File: src/core/tmr_ff_pkg.sv
// Constants, register map and types for the output flip-flop source selection block
package tmr_ff_pkg;
    localparam int REG_MSB = 15;
    localparam int NUM_IO = 5;
    localparam int NUM_ST = 5;
    localparam int NUM_BUS = 4;
    localparam int FF_LO = 6;
    localparam int FF_HI = 15;
    localparam int ST_BASE = 6;

    // Byte addresses on the register bus
    localparam logic [31:0] ADDR_SRC_SEL_LOW = 32'h0080_0220;
    localparam logic [31:0] ADDR_EVBUS_SEL = 32'h0080_0230;
    localparam logic [31:0] ADDR_FF_STATE = 32'h0080_0234;

    localparam logic [15:0] RST_SRC_SEL_LOW = 16'h0000;
    localparam logic [15:0] SRC_SEL_LOW_MASK = 16'h1FFF;
    localparam logic [3:0] RST_EVBUS_SEL = 4'h0;
    localparam logic [3:0] STRB_HALF = 4'h3;
    localparam logic [1:0] RESP_OKAY = 2'h0;
    localparam logic [1:0] RESP_SLVERR = 2'h2;
    localparam logic [1:0] RESP_DECERR = 2'h3;

    // Bit position 0 is the register MSB
    function automatic int reg_bit(input int pos);
        return REG_MSB - pos;
    endfunction

    localparam int POS_SRC_SEL_A = 3;
    localparam int POS_SRC_SEL_B = 4;
    localparam int POS_SRC_SEL_C = 5;
    localparam int POS_SRC_SEL_D = 6;
    localparam int POS_SRC_SEL_E = 7;
    localparam int POS_SRC_SEL_F = 8;
    localparam int POS_FF9_SRC_SEL = 10;
    localparam int POS_FF8_SRC_SEL = 12;
    localparam int POS_FF7_SRC_SEL = 14;
    localparam int POS_FF6_SRC_SEL = 15;

    typedef enum logic [2:0] {
        MODE_SINGLE = 3'h0,
        MODE_DELAYED = 3'h1,
        MODE_CONT = 3'h2,
        MODE_PWM = 3'h3,
        MODE_MEAS_CLR = 3'h4,
        MODE_MEAS_FREE = 3'h5,
        MODE_NOISE = 3'h6,
        MODE_STOP = 3'h7
    } tmr_mode_t;

    typedef struct packed {
        logic cnt_en;
        logic udf;
        tmr_mode_t mode;
    } tmr_evt_t;

    typedef enum logic [1:0] {
        WR_IDLE = 2'h0,
        WR_RESP = 2'h1
    } wr_state_t;
endpackage

File: src/core/timer_output_ff_source_select.sv
// Output flip-flop source selection, event buses and AXI4-Lite register slave
// Overview of operation
// - Every timer output owns a dedicated output flip-flop in this block.
// - Single-shot, continuous and PWM modes signal on counter enable and on underflow.
// - Delayed single-shot mode signals only on underflow, never on enable.
// - Measure-clear, measure-free-run and noise input modes signal only on underflow.
// - 16-bit and 32-bit measurement timers have no path to any flip-flop.
// - Flip-flop signals occur at instants different from event bus drive instants.
// - Flip-flop 15: bit 3 zero picks io timer 4, one picks bus 0.
// - Flip-flop 14: bit 4 zero picks io timer 3, one picks bus 0.
// - Flip-flop 13: bit 5 zero picks io timer 2, one picks bus 3.
// - Flip-flop 12: bit 6 zero picks io timer 1, one picks bus 2.
// - Flip-flop 11: bit 7 zero picks io timer 0, one picks bus 1.
// - Flip-flop 10, bits 8-9: 0X simple timer 10, 10 bus 0, 11 bus 1.
// - Flip-flop 9, bits 10-11: 0X simple timer 9, 10 bus 0, 11 bus 1.
// - Flip-flop 8, bits 12-13: 00 timer 8, 01 bus 0, 10 bus 1, 11 bus 2.
// - Flip-flop 7: bit 14 zero picks simple timer 7, one picks bus 0.
// - Flip-flop 6: bit 15 zero picks simple timer 6, one picks bus 1.
// - Each event bus carries the underflow of a selectable simple or io timer.
//
// Our own choice: register access over AXI4-Lite.
`timescale 1ns/1ps
`default_nettype none
module timer_output_ff_source_select (
    input wire logic mclk,
    input wire logic sys_rst,
    input wire logic [31:0] s_axi_awaddr,
    input wire logic s_axi_awvalid,
    output logic s_axi_awready,
    input wire logic [31:0] s_axi_wdata,
    input wire logic [3:0] s_axi_wstrb,
    input wire logic s_axi_wvalid,
    output logic s_axi_wready,
    output logic [1:0] s_axi_bresp,
    output logic s_axi_bvalid,
    input wire logic s_axi_bready,
    input wire logic [31:0] s_axi_araddr,
    input wire logic s_axi_arvalid,
    output logic s_axi_arready,
    output logic [31:0] s_axi_rdata,
    output logic [1:0] s_axi_rresp,
    output logic s_axi_rvalid,
    input wire logic s_axi_rready,
    input wire tmr_ff_pkg::tmr_evt_t [tmr_ff_pkg::NUM_IO-1:0] io_tmr,
    input wire tmr_ff_pkg::tmr_evt_t [tmr_ff_pkg::NUM_ST-1:0] st_tmr,
    output logic [tmr_ff_pkg::NUM_BUS-1:0] out_evbus,
    output logic [tmr_ff_pkg::FF_HI:tmr_ff_pkg::FF_LO] ff_out
);
    // Mode decides whether counter enable, underflow or both reach the flip-flop
    function automatic logic ff_fire(input tmr_ff_pkg::tmr_evt_t t);
        case (t.mode)
            tmr_ff_pkg::MODE_SINGLE, tmr_ff_pkg::MODE_CONT, tmr_ff_pkg::MODE_PWM:
                ff_fire = t.cnt_en | t.udf;
            tmr_ff_pkg::MODE_DELAYED:
                ff_fire = t.udf;
            tmr_ff_pkg::MODE_MEAS_CLR, tmr_ff_pkg::MODE_MEAS_FREE, tmr_ff_pkg::MODE_NOISE:
                ff_fire = t.udf;
            default:
                ff_fire = 1'b0;
        endcase
    endfunction

    function automatic logic sel1(input logic s, input logic tmr, input logic bus);
        sel1 = s ? bus : tmr;
    endfunction

    // Code 0X keeps the timer, 10 and 11 pick one of two buses
    function automatic logic sel2(input logic [1:0] s, input logic tmr, input logic bus_a, input logic bus_b);
        case (s)
            2'h2: sel2 = bus_a;
            2'h3: sel2 = bus_b;
            default: sel2 = tmr;
        endcase
    endfunction

    localparam int BA = tmr_ff_pkg::reg_bit(tmr_ff_pkg::POS_SRC_SEL_A);
    localparam int BB = tmr_ff_pkg::reg_bit(tmr_ff_pkg::POS_SRC_SEL_B);
    localparam int BC = tmr_ff_pkg::reg_bit(tmr_ff_pkg::POS_SRC_SEL_C);
    localparam int BD = tmr_ff_pkg::reg_bit(tmr_ff_pkg::POS_SRC_SEL_D);
    localparam int BE = tmr_ff_pkg::reg_bit(tmr_ff_pkg::POS_SRC_SEL_E);
    localparam int BF = tmr_ff_pkg::reg_bit(tmr_ff_pkg::POS_SRC_SEL_F);
    localparam int B9 = tmr_ff_pkg::reg_bit(tmr_ff_pkg::POS_FF9_SRC_SEL);
    localparam int B8 = tmr_ff_pkg::reg_bit(tmr_ff_pkg::POS_FF8_SRC_SEL);
    localparam int B7 = tmr_ff_pkg::reg_bit(tmr_ff_pkg::POS_FF7_SRC_SEL);
    localparam int B6 = tmr_ff_pkg::reg_bit(tmr_ff_pkg::POS_FF6_SRC_SEL);

    logic [15:0] src_sel_low_ff, nxt_src_sel_low;
    logic [tmr_ff_pkg::NUM_BUS-1:0] evbus_sel_ff, nxt_evbus_sel;
    logic [tmr_ff_pkg::NUM_BUS-1:0] evbus_ff, nxt_evbus;
    logic [tmr_ff_pkg::NUM_IO-1:0] io_fire_ff, nxt_io_fire;
    logic [tmr_ff_pkg::NUM_ST-1:0] st_fire_ff, nxt_st_fire;
    logic [tmr_ff_pkg::FF_HI:tmr_ff_pkg::FF_LO] ff_ff, nxt_ff, ff_evt;

    // Named field views of the source-select register
    logic src_sel_a, src_sel_b, src_sel_c, src_sel_d, src_sel_e;
    logic [1:0] src_sel_f, ff9_src_sel, ff8_src_sel;
    logic ff7_src_sel, ff6_src_sel;
    assign src_sel_a = src_sel_low_ff[BA];
    assign src_sel_b = src_sel_low_ff[BB];
    assign src_sel_c = src_sel_low_ff[BC];
    assign src_sel_d = src_sel_low_ff[BD];
    assign src_sel_e = src_sel_low_ff[BE];
    assign src_sel_f = {src_sel_low_ff[BF], src_sel_low_ff[BF-1]};
    assign ff9_src_sel = {src_sel_low_ff[B9], src_sel_low_ff[B9-1]};
    assign ff8_src_sel = {src_sel_low_ff[B8], src_sel_low_ff[B8-1]};
    assign ff7_src_sel = src_sel_low_ff[B7];
    assign ff6_src_sel = src_sel_low_ff[B6];

    // Only channel timers have inputs here; measurement timers have no port at all
    genvar gi;
    generate
        for (gi = 0; gi < tmr_ff_pkg::NUM_IO; gi++) begin : g_io
            assign nxt_io_fire[gi] = ff_fire(io_tmr[gi]);
        end
        for (gi = 0; gi < tmr_ff_pkg::NUM_ST; gi++) begin : g_st
            assign nxt_st_fire[gi] = ff_fire(st_tmr[gi]);
        end
        for (gi = 0; gi < tmr_ff_pkg::NUM_BUS; gi++) begin : g_bus
            assign nxt_evbus[gi] = evbus_sel_ff[gi] ? io_tmr[gi].udf : st_tmr[gi].udf;
        end
    endgenerate

    // Bus is driven one cycle after the underflow, the flip-flop toggles one cycle later still
    always_comb begin
        ff_evt[15] = sel1(src_sel_a, io_fire_ff[4], evbus_ff[0]);
        ff_evt[14] = sel1(src_sel_b, io_fire_ff[3], evbus_ff[0]);
        ff_evt[13] = sel1(src_sel_c, io_fire_ff[2], evbus_ff[3]);
        ff_evt[12] = sel1(src_sel_d, io_fire_ff[1], evbus_ff[2]);
        ff_evt[11] = sel1(src_sel_e, io_fire_ff[0], evbus_ff[1]);
        ff_evt[10] = sel2(src_sel_f, st_fire_ff[10-tmr_ff_pkg::ST_BASE], evbus_ff[0], evbus_ff[1]);
        ff_evt[9] = sel2(ff9_src_sel, st_fire_ff[9-tmr_ff_pkg::ST_BASE], evbus_ff[0], evbus_ff[1]);
        case (ff8_src_sel)
            2'h1: ff_evt[8] = evbus_ff[0];
            2'h2: ff_evt[8] = evbus_ff[1];
            2'h3: ff_evt[8] = evbus_ff[2];
            default: ff_evt[8] = st_fire_ff[8-tmr_ff_pkg::ST_BASE];
        endcase
        ff_evt[7] = sel1(ff7_src_sel, st_fire_ff[7-tmr_ff_pkg::ST_BASE], evbus_ff[0]);
        ff_evt[6] = sel1(ff6_src_sel, st_fire_ff[6-tmr_ff_pkg::ST_BASE], evbus_ff[1]);
        nxt_ff = ff_ff ^ ff_evt;
    end

    always_ff @(posedge mclk or posedge sys_rst) begin
        if (sys_rst) begin
            io_fire_ff <= '0;
            st_fire_ff <= '0;
            evbus_ff <= '0;
            ff_ff <= '0;
        end else begin
            io_fire_ff <= nxt_io_fire;
            st_fire_ff <= nxt_st_fire;
            evbus_ff <= nxt_evbus;
            ff_ff <= nxt_ff;
        end
    end

    assign out_evbus = evbus_ff;
    assign ff_out = ff_ff;

    // Register slave, write side
    tmr_ff_pkg::wr_state_t wr_state_ff, nxt_wr_state;
    logic aw_got_ff, nxt_aw_got, w_got_ff, nxt_w_got;
    logic awready_ff, nxt_awready, wready_ff, nxt_wready, bvalid_ff, nxt_bvalid;
    logic [1:0] bresp_ff, nxt_bresp;
    logic [31:0] awaddr_ff, nxt_awaddr, wdata_ff, nxt_wdata;
    logic [3:0] wstrb_ff, nxt_wstrb;
    logic aw_hs, w_hs;
    logic [31:0] wr_addr, wr_data;
    logic [3:0] wr_strb;

    assign aw_hs = s_axi_awvalid & awready_ff;
    assign w_hs = s_axi_wvalid & wready_ff;

    always_comb begin
        nxt_wr_state = wr_state_ff;
        nxt_aw_got = aw_got_ff;
        nxt_w_got = w_got_ff;
        nxt_awready = awready_ff;
        nxt_wready = wready_ff;
        nxt_bvalid = bvalid_ff;
        nxt_bresp = bresp_ff;
        nxt_awaddr = awaddr_ff;
        nxt_wdata = wdata_ff;
        nxt_wstrb = wstrb_ff;
        nxt_src_sel_low = src_sel_low_ff;
        nxt_evbus_sel = evbus_sel_ff;
        wr_addr = aw_got_ff ? awaddr_ff : s_axi_awaddr;
        wr_data = w_got_ff ? wdata_ff : s_axi_wdata;
        wr_strb = w_got_ff ? wstrb_ff : s_axi_wstrb;
        case (wr_state_ff)
            tmr_ff_pkg::WR_IDLE: begin
                if (aw_hs) begin
                    nxt_aw_got = 1'b1;
                    nxt_awaddr = s_axi_awaddr;
                    nxt_awready = 1'b0;
                end
                if (w_hs) begin
                    nxt_w_got = 1'b1;
                    nxt_wdata = s_axi_wdata;
                    nxt_wstrb = s_axi_wstrb;
                    nxt_wready = 1'b0;
                end
                if ((aw_got_ff | aw_hs) & (w_got_ff | w_hs)) begin
                    nxt_wr_state = tmr_ff_pkg::WR_RESP;
                    nxt_bvalid = 1'b1;
                    nxt_awready = 1'b0;
                    nxt_wready = 1'b0;
                    nxt_bresp = tmr_ff_pkg::RESP_OKAY;
                    case (wr_addr)
                        tmr_ff_pkg::ADDR_SRC_SEL_LOW: begin
                            // Only a strobe of exactly the two low lanes is taken; any other strobe, partial or full, is refused whole
                            if (wr_strb == tmr_ff_pkg::STRB_HALF) begin
                                nxt_src_sel_low = wr_data[15:0] & tmr_ff_pkg::SRC_SEL_LOW_MASK;
                            end else begin
                                nxt_bresp = tmr_ff_pkg::RESP_SLVERR;
                            end
                        end
                        tmr_ff_pkg::ADDR_EVBUS_SEL: begin
                            if (wr_strb[0]) begin
                                nxt_evbus_sel = wr_data[tmr_ff_pkg::NUM_BUS-1:0];
                            end
                        end
                        tmr_ff_pkg::ADDR_FF_STATE: begin
                            nxt_bresp = tmr_ff_pkg::RESP_OKAY;
                        end
                        default: begin
                            nxt_bresp = tmr_ff_pkg::RESP_DECERR;
                        end
                    endcase
                end
            end
            tmr_ff_pkg::WR_RESP: begin
                if (s_axi_bready) begin
                    nxt_wr_state = tmr_ff_pkg::WR_IDLE;
                    nxt_bvalid = 1'b0;
                    nxt_aw_got = 1'b0;
                    nxt_w_got = 1'b0;
                    nxt_awready = 1'b1;
                    nxt_wready = 1'b1;
                end
            end
            default: begin
                nxt_wr_state = tmr_ff_pkg::WR_IDLE;
            end
        endcase
    end

    always_ff @(posedge mclk or posedge sys_rst) begin
        if (sys_rst) begin
            wr_state_ff <= tmr_ff_pkg::WR_IDLE;
            aw_got_ff <= 1'b0;
            w_got_ff <= 1'b0;
            awready_ff <= 1'b1;
            wready_ff <= 1'b1;
            bvalid_ff <= 1'b0;
            bresp_ff <= tmr_ff_pkg::RESP_OKAY;
            awaddr_ff <= '0;
            wdata_ff <= '0;
            wstrb_ff <= '0;
            src_sel_low_ff <= tmr_ff_pkg::RST_SRC_SEL_LOW;
            evbus_sel_ff <= tmr_ff_pkg::RST_EVBUS_SEL;
        end else begin
            wr_state_ff <= nxt_wr_state;
            aw_got_ff <= nxt_aw_got;
            w_got_ff <= nxt_w_got;
            awready_ff <= nxt_awready;
            wready_ff <= nxt_wready;
            bvalid_ff <= nxt_bvalid;
            bresp_ff <= nxt_bresp;
            awaddr_ff <= nxt_awaddr;
            wdata_ff <= nxt_wdata;
            wstrb_ff <= nxt_wstrb;
            src_sel_low_ff <= nxt_src_sel_low;
            evbus_sel_ff <= nxt_evbus_sel;
        end
    end

    assign s_axi_awready = awready_ff;
    assign s_axi_wready = wready_ff;
    assign s_axi_bvalid = bvalid_ff;
    assign s_axi_bresp = bresp_ff;

    // Register slave, read side
    logic arready_ff, nxt_arready, rvalid_ff, nxt_rvalid;
    logic [31:0] rdata_ff, nxt_rdata;
    logic [1:0] rresp_ff, nxt_rresp;

    always_comb begin
        nxt_arready = arready_ff;
        nxt_rvalid = rvalid_ff;
        nxt_rdata = rdata_ff;
        nxt_rresp = rresp_ff;
        if (s_axi_arvalid & arready_ff) begin
            nxt_arready = 1'b0;
            nxt_rvalid = 1'b1;
            nxt_rresp = tmr_ff_pkg::RESP_OKAY;
            case (s_axi_araddr)
                tmr_ff_pkg::ADDR_SRC_SEL_LOW: nxt_rdata = {16'h0000, src_sel_low_ff};
                tmr_ff_pkg::ADDR_EVBUS_SEL: nxt_rdata = {28'h0000000, evbus_sel_ff};
                tmr_ff_pkg::ADDR_FF_STATE: nxt_rdata = {16'h0000, ff_ff, 2'h0, evbus_ff};
                default: begin
                    nxt_rdata = 32'h00000000;
                    nxt_rresp = tmr_ff_pkg::RESP_DECERR;
                end
            endcase
        end else if (rvalid_ff & s_axi_rready) begin
            nxt_rvalid = 1'b0;
            nxt_arready = 1'b1;
        end
    end

    always_ff @(posedge mclk or posedge sys_rst) begin
        if (sys_rst) begin
            arready_ff <= 1'b1;
            rvalid_ff <= 1'b0;
            rdata_ff <= '0;
            rresp_ff <= tmr_ff_pkg::RESP_OKAY;
        end else begin
            arready_ff <= nxt_arready;
            rvalid_ff <= nxt_rvalid;
            rdata_ff <= nxt_rdata;
            rresp_ff <= nxt_rresp;
        end
    end

    assign s_axi_arready = arready_ff;
    assign s_axi_rvalid = rvalid_ff;
    assign s_axi_rdata = rdata_ff;
    assign s_axi_rresp = rresp_ff;
endmodule
`default_nettype wire

File: config.mk
export PLATFORM = sky130hd
export DESIGN_NAME = timer_output_ff_source_select
export DESIGN_NICKNAME = d
export VERILOG_FILES = /design/src/core/tmr_ff_pkg.sv /design/src/core/timer_output_ff_source_select.sv
export SDC_FILE = /design/constraint.sdc
export NUM_CORES = 1
export LEC_CHECK = 0
export ABC_AREA = 1
export BUFFER_PORTS_ARGS = -buffer_cell sky130_fd_sc_hd__buf_2
export CAP_MARGIN = 10
export CORE_MARGIN = 3
export CORE_UTILIZATION = 32
export DETAILED_ROUTE_END_ITERATION = 8
export PLACE_DENSITY = 0.53
export SYNTH_ARGS = -nofsm -noshare
export SYNTH_HDL_FRONTEND = slang
export SYNTH_SLANG_ARGS = --single-unit
File: constraint.sdc
create_clock -name mclk -period 3.4 [get_ports mclk]
set_input_delay 0.51 -clock mclk [delete_from_list [all_inputs] [get_ports mclk]]
set_output_delay 0.51 -clock mclk [all_outputs]
set_load 0.02 [all_outputs]
[Word level (Yosys, flattened, before mapping)]
Cells that the tools add are included.
Word-level totals
  register bits: 135
  bits of input ports: 157
  output and inout port bits: 55
  logic and storage cells: 217
Operators by class
  eq/ne operators: 81
  mux-type cells: 52
  bitwise operators: 18
  reduce and logical (&&, ||, !) cells: 46
Operators with widths (number)
  == test 32 x 24 -> 1 bit, second input constant: 6
  == test 3 bit, second input constant: 30
  == test 3 x 2 -> 1 bit, second input constant: 20
  case mux 16 bit (3 select lines): 1
  OR reduction 4 bit: 10
  case mux 1 bit (2 select lines): 17
  OR reduction 3 bit: 11
  2-to-1 mux 32 bit: 1
  == test 3 x 1 -> 1 bit, second input constant: 10
  zero test 3 bit: 10
  2-to-1 mux 1 bit: 24
  AND reduction 3 bit: 5
  2-to-1 mux 13 bit: 1
  == test 2 bit, second input constant: 6
  OR 1 bit: 12
  XOR 10 bit: 1
  2-to-1 mux 2 bit: 4
  != test 2 bit, second input constant: 4
  case mux 2 bit (2 select lines): 2
  AND reduction 2 bit: 4
  AND reduction 4 bit: 2
  != test 3 bit, second input constant: 2
  AND 1 bit: 5
  == test 2 x 1 -> 1 bit, second input constant: 2
  other kinds (6): 7

[Longest topological paths before layout]
Gate-level depths: netlist (run 1).
  depth after elaboration: 5
  depth in mapped cells: 13
  mapped depth without buffers: 11

[Least setup slack after synthesis (run 1)]
Ideal clock, no wire load.
  path type: register -> register
  from: register awready_ff (netlist: s_axi_awready)
  to: register awaddr_ff[0]
  library setup time: 0.066 ns
  arrival: 1.534 ns
  required time: 3.334 ns
  slack: 1.801 ns
  cell stages (with the launch flop): 7
  buffers on the path: 2
  period minus slack after synthesis: 1.599 ns
  cells stage by stage: dfstp_2 > nand2_1 > nor2_1 > clkbuf_1 > clkbuf_1 > nand2_1 > nand2_1
Between the ends
  longest elaborated chain between the ends: 2
RTL lines
  from (decl): RTL line timer_output_ff_source_select.sv:163  | logic awready_ff, nxt_awready, wready_ff, nxt_wready, bvalid_ff, nxt_bvalid;
  from (signal assigned): RTL line timer_output_ff_source_select.sv:266  | awready_ff <= nxt_awready;
  AND 1 bit: RTL line timer_output_ff_source_select.sv:171  | assign aw_hs = s_axi_awvalid & awready_ff;
  AND reduction 2 bit (no line)
  to (signal assigned): RTL line timer_output_ff_source_select.sv:270  | awaddr_ff <= nxt_awaddr;
  to (decl): RTL line timer_output_ff_source_select.sv:165  | logic [31:0] awaddr_ff, nxt_awaddr, wdata_ff, nxt_wdata;
Every way passes these cells.
A chain may end at the register's enable or synchronous reset.

[Final worst setup path (run 1)]
  from: register aw_got_ff
  to: register bresp_ff[1] (netlist: s_axi_bresp[1])
Between the ends
  longest elaborated chain between the ends: 4
  elaborated cells on any way between the ends: 9
  classes of those cells: 3 x eq/ne; 2 x mux; 2 x bitwise; 2 x reduce/logical
RTL lines
  from (decl): RTL line timer_output_ff_source_select.sv:162  | logic aw_got_ff, nxt_aw_got, w_got_ff, nxt_w_got;
  from (signal assigned): RTL line timer_output_ff_source_select.sv:264  | aw_got_ff <= nxt_aw_got;
  2-to-1 mux 32 bit: RTL line timer_output_ff_source_select.sv:187  | wr_addr = aw_got_ff ? awaddr_ff : s_axi_awaddr;
  == test 32 x 24 -> 1 bit: RTL line timer_output_ff_source_select.sv:209  | case (wr_addr)
  OR reduction 2 bit (no line)
  case mux 2 bit (2 select lines): RTL line timer_output_ff_source_select.sv:209
  to (signal assigned): RTL line timer_output_ff_source_select.sv:256  | bresp_ff <= tmr_ff_pkg::RESP_OKAY;
  to (signal assigned): RTL line timer_output_ff_source_select.sv:269  | bresp_ff <= nxt_bresp;
  to (decl): RTL line timer_output_ff_source_select.sv:164  | logic [1:0] bresp_ff, nxt_bresp;
Several ways; a longest one is shown, not always the timed one.

==> results_dict.tcl, run 1 <==
set metrics [dict create \
    status "complete, no violations" \
    initial_utilization 0.330 \
    gp_congestion 0.749 \
    combPwrFrac 0.268 \
    drtIter0Drc 337 \
    cts_tree "built" \
    fmax_ghz 0.440 \
    async_reset_ff_frac 1.00 \
    num_antenna_cells 0 \
    relSlewSlack 0.491 \
    crit_path_cell_trace "inv_6, nand2_1, nand3_1, inv_2, nand3_2, nor2_4, nand2_1, nor2_1, nor2_1" \
    syn_avg_cell_area_um2 7.70 \
    drtPass1Iterations 5 \
    critical_path.startpoint "aw_got_ff$_DFFE_PP0P_" \
    layout_commonest_cell "nand2_1" \
    synthCells 784 \
    intPower_mw 3.52 \
    finalWorstPathRequiredPeriod_ns 2.27 \
    rrSetupSlack_ns 1.13 \
    finalSetupTns_ns 0 \
    die_area_mm2 0.0205 \
    p_per_area_mw_per_mm2 701 \
    dieHeight_um 143 \
    switching_power_mw 1.87 \
    setup_viol 0 \
    worst_pin_slew_ns 0.763 \
    cp.depth 9 \
    hold_viol 0 \
    max-vdd-ir-drop_mv 0.383 \
    clock_path_buffers 2 \
    cts_resized 0 \
    antenna_found_initial 0 \
    cts_sinks 116 \
    clockPowerShare 0.347 \
    final_nets 1118 \
    fp.dieW_um 143 \
    slew_viol_final 0 \
    hold_path.class "input pin to async pin" \
    crit_buf_inv 2 \
    gr-total-overflow 0 \
    ys_ff_latch 116 \
    max_stage_delay_ns 0.81 \
    h-tree-depth 4 \
    ys_seq_area_frac 0.481 \
    path_max_fanout 16 \
    worst_ep_arrival_time_ns 2.58 \
    rsz0062_at_grt "no" \
    worstReg2RegStart "aw_got_ff$_DFFE_PP0P_" \
    grt_pass1_vias 5085 \
    viasPerCell 4.56 \
    clock-root-buffer "clkbuf_16" \
    finClkSkew_ns 0.00667 \
    p_leak_nw 4.10 \
    yosys_warnings 0 \
    hold_buffers 0 \
    slowest_stage "dfrtp_1" \
    area_growth_pct 27.3 \
    ant_nets 0 \
    synth_edf_count 0 \
    dp_hpwl_mm 12.1 \
    drt_wl_total_mm 16.4 \
    cp-end-kind "flip-flop" \
    grt_max_degree 117 \
    cts_buffers 17 \
    grt.total_usage 0.160 \
    critical_path.top_delay_family "simple AND/OR/NAND/NOR gates" \
    r2r_cells 9 \
    ys_types 36 \
    grt_pass1_wl_mm 25.8 \
    synthFlopType "dfrtp_1" \
    timing.final.crit_share 0.669 \
    clk_pin_slew_ns 0.05 \
    maxCapViolCount 0 \
    num_io_pins 212 \
    swShare 0.347 \
    p_seq_frac 0.384 \
    required_ns 3.71 \
    io_buffers 176 \
    rows 49 \
    vias 5485 \
    start_kind "flip-flop" \
    timing_worst_setup_path_type "flip-flop to flip-flop" \
    cp-endpoint "s_axi_bresp[1]$_DFFE_PP0P_" \
    dpl_worst_slack_ns 1.14 \
    postCtsSetupBuffers 0 \
    wl_per_cell_um 13.6 \
    core_region_area_mm2 0.0183 \
    final_cell_mix "nand2_1 (261), buf_2 (176), dfrtp_1 (113), inv_1 (73), nor2_1 (66)" \
    drcViolationCount 0 \
    synth_area_mm2 0.00604 \
    reg2reg_to "s_axi_bresp[1]$_DFFE_PP0P_" \
    worst_slack_ns 1.13 \
    clk_latency_ns 0.42 \
    drive_gt1_frac 0.260 \
]
==> power groups by stage <==
stage          registers, mW  clock network (mW)  logic, mW
2_1_floorplan           2.12                   0       1.00
3_3_place_gp            2.09                   0       1.45
3_5_place_dp            2.09                   0       1.47
4_1_cts                 2.08                1.91       1.47
5_1_grt                 2.13                1.98       1.67
6_report                2.07                1.87       1.45
==> cell usage after synthesis, types with 6 or more instances <==
library cell,n,area (µm²)
a21oi_1,22,110
buf_4,18,135
clkbuf_1,13,48.8
dfrtp_1,113,2830
inv_1,74,278
mux2_2,6,67.6
nand2_1,261,980
nand2_2,7,43.8
nand3_1,48,240
nand4_1,25,156
nor2_1,67,251
o21ai_0,64,320
xnor2_1,7,61.3
==> layout make-up <==
class                   instances  area, µm²
flip-flops and latches        116       2910
repair buffers                186        968
clock buffers                  19        433
multi-input cells             560       2600
fillers                      1908      10600
clock inverters                13        184
well taps                     229        287
inverters                      80        309
==> registers in the layout, summed over array words and instances (netlist names) <==
signal          count
awaddr_ff          32
s_axi_rdata        16
src_sel_low_ff     13
wdata_ff           13
ff_out             10
io_fire_ff          5
st_fire_ff          5
evbus_sel_ff        4
out_evbus           4
wstrb_ff            4
s_axi_bresp         2
aw_got_ff           1
s_axi_arready       1
s_axi_awready       1
s_axi_bvalid        1
s_axi_rresp         1
s_axi_rvalid        1
s_axi_wready        1
w_got_ff            1
==> worst min-delay path: cells and delay by family <==
kind	cells	cell delay (ns)
buffers and inverters	3	0.59
==> routing by layer <==
| layer | up-vias | share of wire | track usage |
|---|---|---|---|
| li1 | 2824 | - | - |
| met4 | 0 | 0.013 | 0.0476 |
| met2 | 165 | 0.45 | 0.251 |
| met1 | 2474 | 0.47 | 0.217 |
| met5 | - | 0 | 0 |
| met3 | 22 | 0.068 | 0.0446 |
==> cell families (layout without fill, tap and decap cells) <==
kind of cell | Yosys count | count (layout) | share of synthesized area
simple gates | 431 | 431 | 0.308
buf+inv | 123 | 298 | 0.0976
flops | 116 | 116 | 0.481
compound gates | 92 | 92 | 0.0786
mux | 11 | 11 | 0.0195
xor+xnor | 10 | 10 | 0.0145
other cells | 1 | 16 | 0.000621
==> worst min-delay path by stage <==
| stage | endpoint | startpoint | depth (start not counted) | slack, ns |
|---|---|---|---|---|
| floorplan | awaddr_ff[0]$_DFFE_PP0P_ | awaddr_ff[0]$_DFFE_PP0P_ | 2 | 0.43 |
| global placement | awaddr_ff[0]$_DFFE_PP0P_ | awaddr_ff[0]$_DFFE_PP0P_ | 2 | 0.45 |
| detailed placement | awaddr_ff[0]$_DFFE_PP0P_ | awaddr_ff[0]$_DFFE_PP0P_ | 2 | 0.45 |
| CTS | st_fire_ff[0]$_DFF_PP0_ | st_tmr[2] | 2 | 0.24 |
| global route | st_fire_ff[1]$_DFF_PP0_ | st_tmr[7] | 2 | 0.25 |
| finish | awaddr_ff[10]$_DFFE_PP0P_ | sys_rst | 3 | 0.24 |
==> stage by stage <==
step                      instances  power, mW   util  hold WS, ns  instance area (µm²)
after floorplan                 799       3.12      -        0.433                 6100
after global placement         1171       3.53  0.387        0.450                 7070
after detailed placement       1171       3.56  0.387        0.450                 7070
after CTS                      1203       5.46  0.421        0.236                 7690
after global routing           1203       5.78  0.421        0.245                 7690
final                          1203       5.39  0.421        0.244                 7690
No activity file was read; power rests on OpenSTA's default activity.
==> run 2, diff against run 1 <==
PLACE_DENSITY = 0.51   (was 0.53)
clock period = 2.4 ns   (was 3.4 ns; I/O delays follow)
==> run 2 against run 1 <==
Non-clock buffer count grew 4. Maximum frequency rose by 21%. Register-to-register slack worse by 0.60 ns. Combinational power up 45%. Largest cell class unchanged. Largest power group unchanged.
==> results_dict.tcl, run 2 (same netlist as run 1, synthesis figures left out) <==
set metrics [dict create \
    largest_register "awaddr_ff" \
    gp_congestion 0.778 \
    dpl_cell_area_mm2 0.00713 \
    vias 5429 \
    clk_latency_ns 0.41 \
    drt-met1-wl_mm 7.88 \
    p_per_area_mw_per_mm2 975 \
    hold_viol 0 \
    finalWorstPathRequiredPeriod_ns 1.88 \
    dp_hpwl_mm 12.4 \
    cts_sinks 116 \
    fp.dieW_um 143 \
    slew_viol_final 0 \
    finalSetupTns_ns 0 \
    dr_wl_met2_mm 7.43 \
    viasPerCell 4.50 \
    required_ns 2.70 \
    top_layer "met4" \
    gr-total-overflow 0 \
    core_region_area_mm2 0.0183 \
    dieHeight_um 143 \
    p_seq_frac 0.387 \
    final_nets 1122 \
    start_kind "flip-flop" \
    post-route-cell-area_mm2 0.00772 \
    timing_worst_setup_path_type "flip-flop to flip-flop" \
    num_io_pins 212 \
    finClkSkew_ns 0.00943 \
    swShare 0.348 \
    setup_viol 0 \
    rsz0062_at_grt "no" \
    status "complete, no violations" \
    h-tree-depth 4 \
    final_cell_mix "nand2_1 (261), buf_2 (176), dfrtp_1 (113), inv_1 (73), nor2_1 (66)" \
    grt_pass1_vias 5046 \
    finalNonFillerCells 1207 \
    relSlewSlack 0.526 \
    rrSetupSlack_ns 0.52 \
    postCtsSetupBuffers 0 \
    drive_gt1_frac 0.263 \
    clock-root-buffer "clkbuf_16" \
    p_leak_nw 4.13 \
    maxCapViolCount 0 \
    met3_length_um 913 \
    area_growth_pct 27.8 \
    path_max_fanout 14 \
    intPower_mw 4.90 \
    io_buffers 176 \
    switching_power_mw 2.62 \
    cts_buffers 17 \
    max-vdd-ir-drop_mv 0.524 \
    cp-end-kind "flip-flop" \
    dp.cells 1175 \
    combPwrFrac 0.280 \
    drtIter0Drc 369 \
    hold_buffers 0 \
    clockPowerShare 0.334 \
    layout_commonest_cell "nand2_1" \
    ant_nets 0 \
    fmax_ghz 0.533 \
    num_antenna_cells 0 \
    drt_wl_total_mm 16.4 \
    wl_per_cell_um 13.6 \
    cts_tree "built" \
    worst_pin_slew_ns 0.709 \
    clock_path_buffers 2 \
    worst_ep_arrival_time_ns 2.18 \
    largest_reg_flops 32 \
    grt.total_usage 0.160 \
    clk_pin_slew_ns 0.05 \
    drcViolationCount 0 \
    die_area_mm2 0.0205 \
    timing.final.crit_share 0.782 \
    rows 49 \
    grt_max_degree 36 \
    hold_path.class "input pin to async pin" \
    antenna_found_initial 0 \
    cts_resized 0 \
    layout.core_utilization 0.422 \
    drtPass1Iterations 5 \
    grt_pass1_wl_mm 25.9 \
    initial_utilization 0.330 \
]
## run 2: routing by layer
layer	global-route usage	vias to the layer above
met1	0.222	2434
met3	0.0416	9
met4	0.0416	0
li1	-	2835
met2	0.252	151
met5	0	-
## run 2: cell type report
cell class                      instances  area, µm²
Clock inverter                          9        104
Multi-Input combinational cell        560       2600
Tap cell                              229        287
Clock buffer                           23        488
Inverter                               80        309
Timing Repair Buffer                  190       1020
Fill cell                            1899      10600
Sequential cell                       116       2910
## run 2: power by group through the flow
stage / sequential (mW) / clock, mW / combinational [mW]
floorplan: 3.00 / 0 / 1.42
global placement: 2.92 / 0 / 2.11
detailed placement: 2.93 / 0 / 2.13
CTS: 2.91 / 2.57 / 2.14
global route: 2.98 / 2.67 / 2.41
finish: 2.91 / 2.51 / 2.10
## run 2: final timing paths
path / from / end / cells past startpoint
setup / recovery: aw_got_ff$_DFFE_PP0P_ / s_axi_bresp[1]$_DFFE_PP0P_ / 10
hold / removal: sys_rst / awaddr_ff[11]$_DFFE_PP0P_ / 2
setup reg to reg: aw_got_ff$_DFFE_PP0P_ / s_axi_bresp[1]$_DFFE_PP0P_ / 10
hold reg to reg: awaddr_ff[0]$_DFFE_PP0P_ / awaddr_ff[0]$_DFFE_PP0P_ / 2
max in group asynchronous: sys_rst / s_axi_awready$_DFFE_PP1P_ / 3
min in group mclk: st_tmr[2] / st_fire_ff[0]$_DFF_PP0_ / 2
## run 2: worst max-delay path, cell delays in order, from the launching register on
cell and delay [ns]:
dfrtp_1 0.46, buf_4 0.25, nand2_1 0.07, nand2_1 0.10, nand2_1 0.07, nor2_2 0.17, nand3_2 0.10, nor2_4 0.27
nand2_1 0.11, nor2_1 0.11, nor2_1 0.04
## run 2: per-stage QoR
| stage | power [mW] | setup slack [ns] | hold slack, ns |
|---|---|---|---|
| after floorplan | 4.42 | 0.629 | 0.433 |
| after global placement | 5.03 | 0.521 | 0.450 |
| after detailed placement | 5.07 | 0.497 | 0.452 |
| after CTS | 7.62 | 0.486 | 0.0797 |
| after global routing | 8.07 | 0.268 | 0.0976 |
| final | 7.52 | 0.522 | 0.0664 |
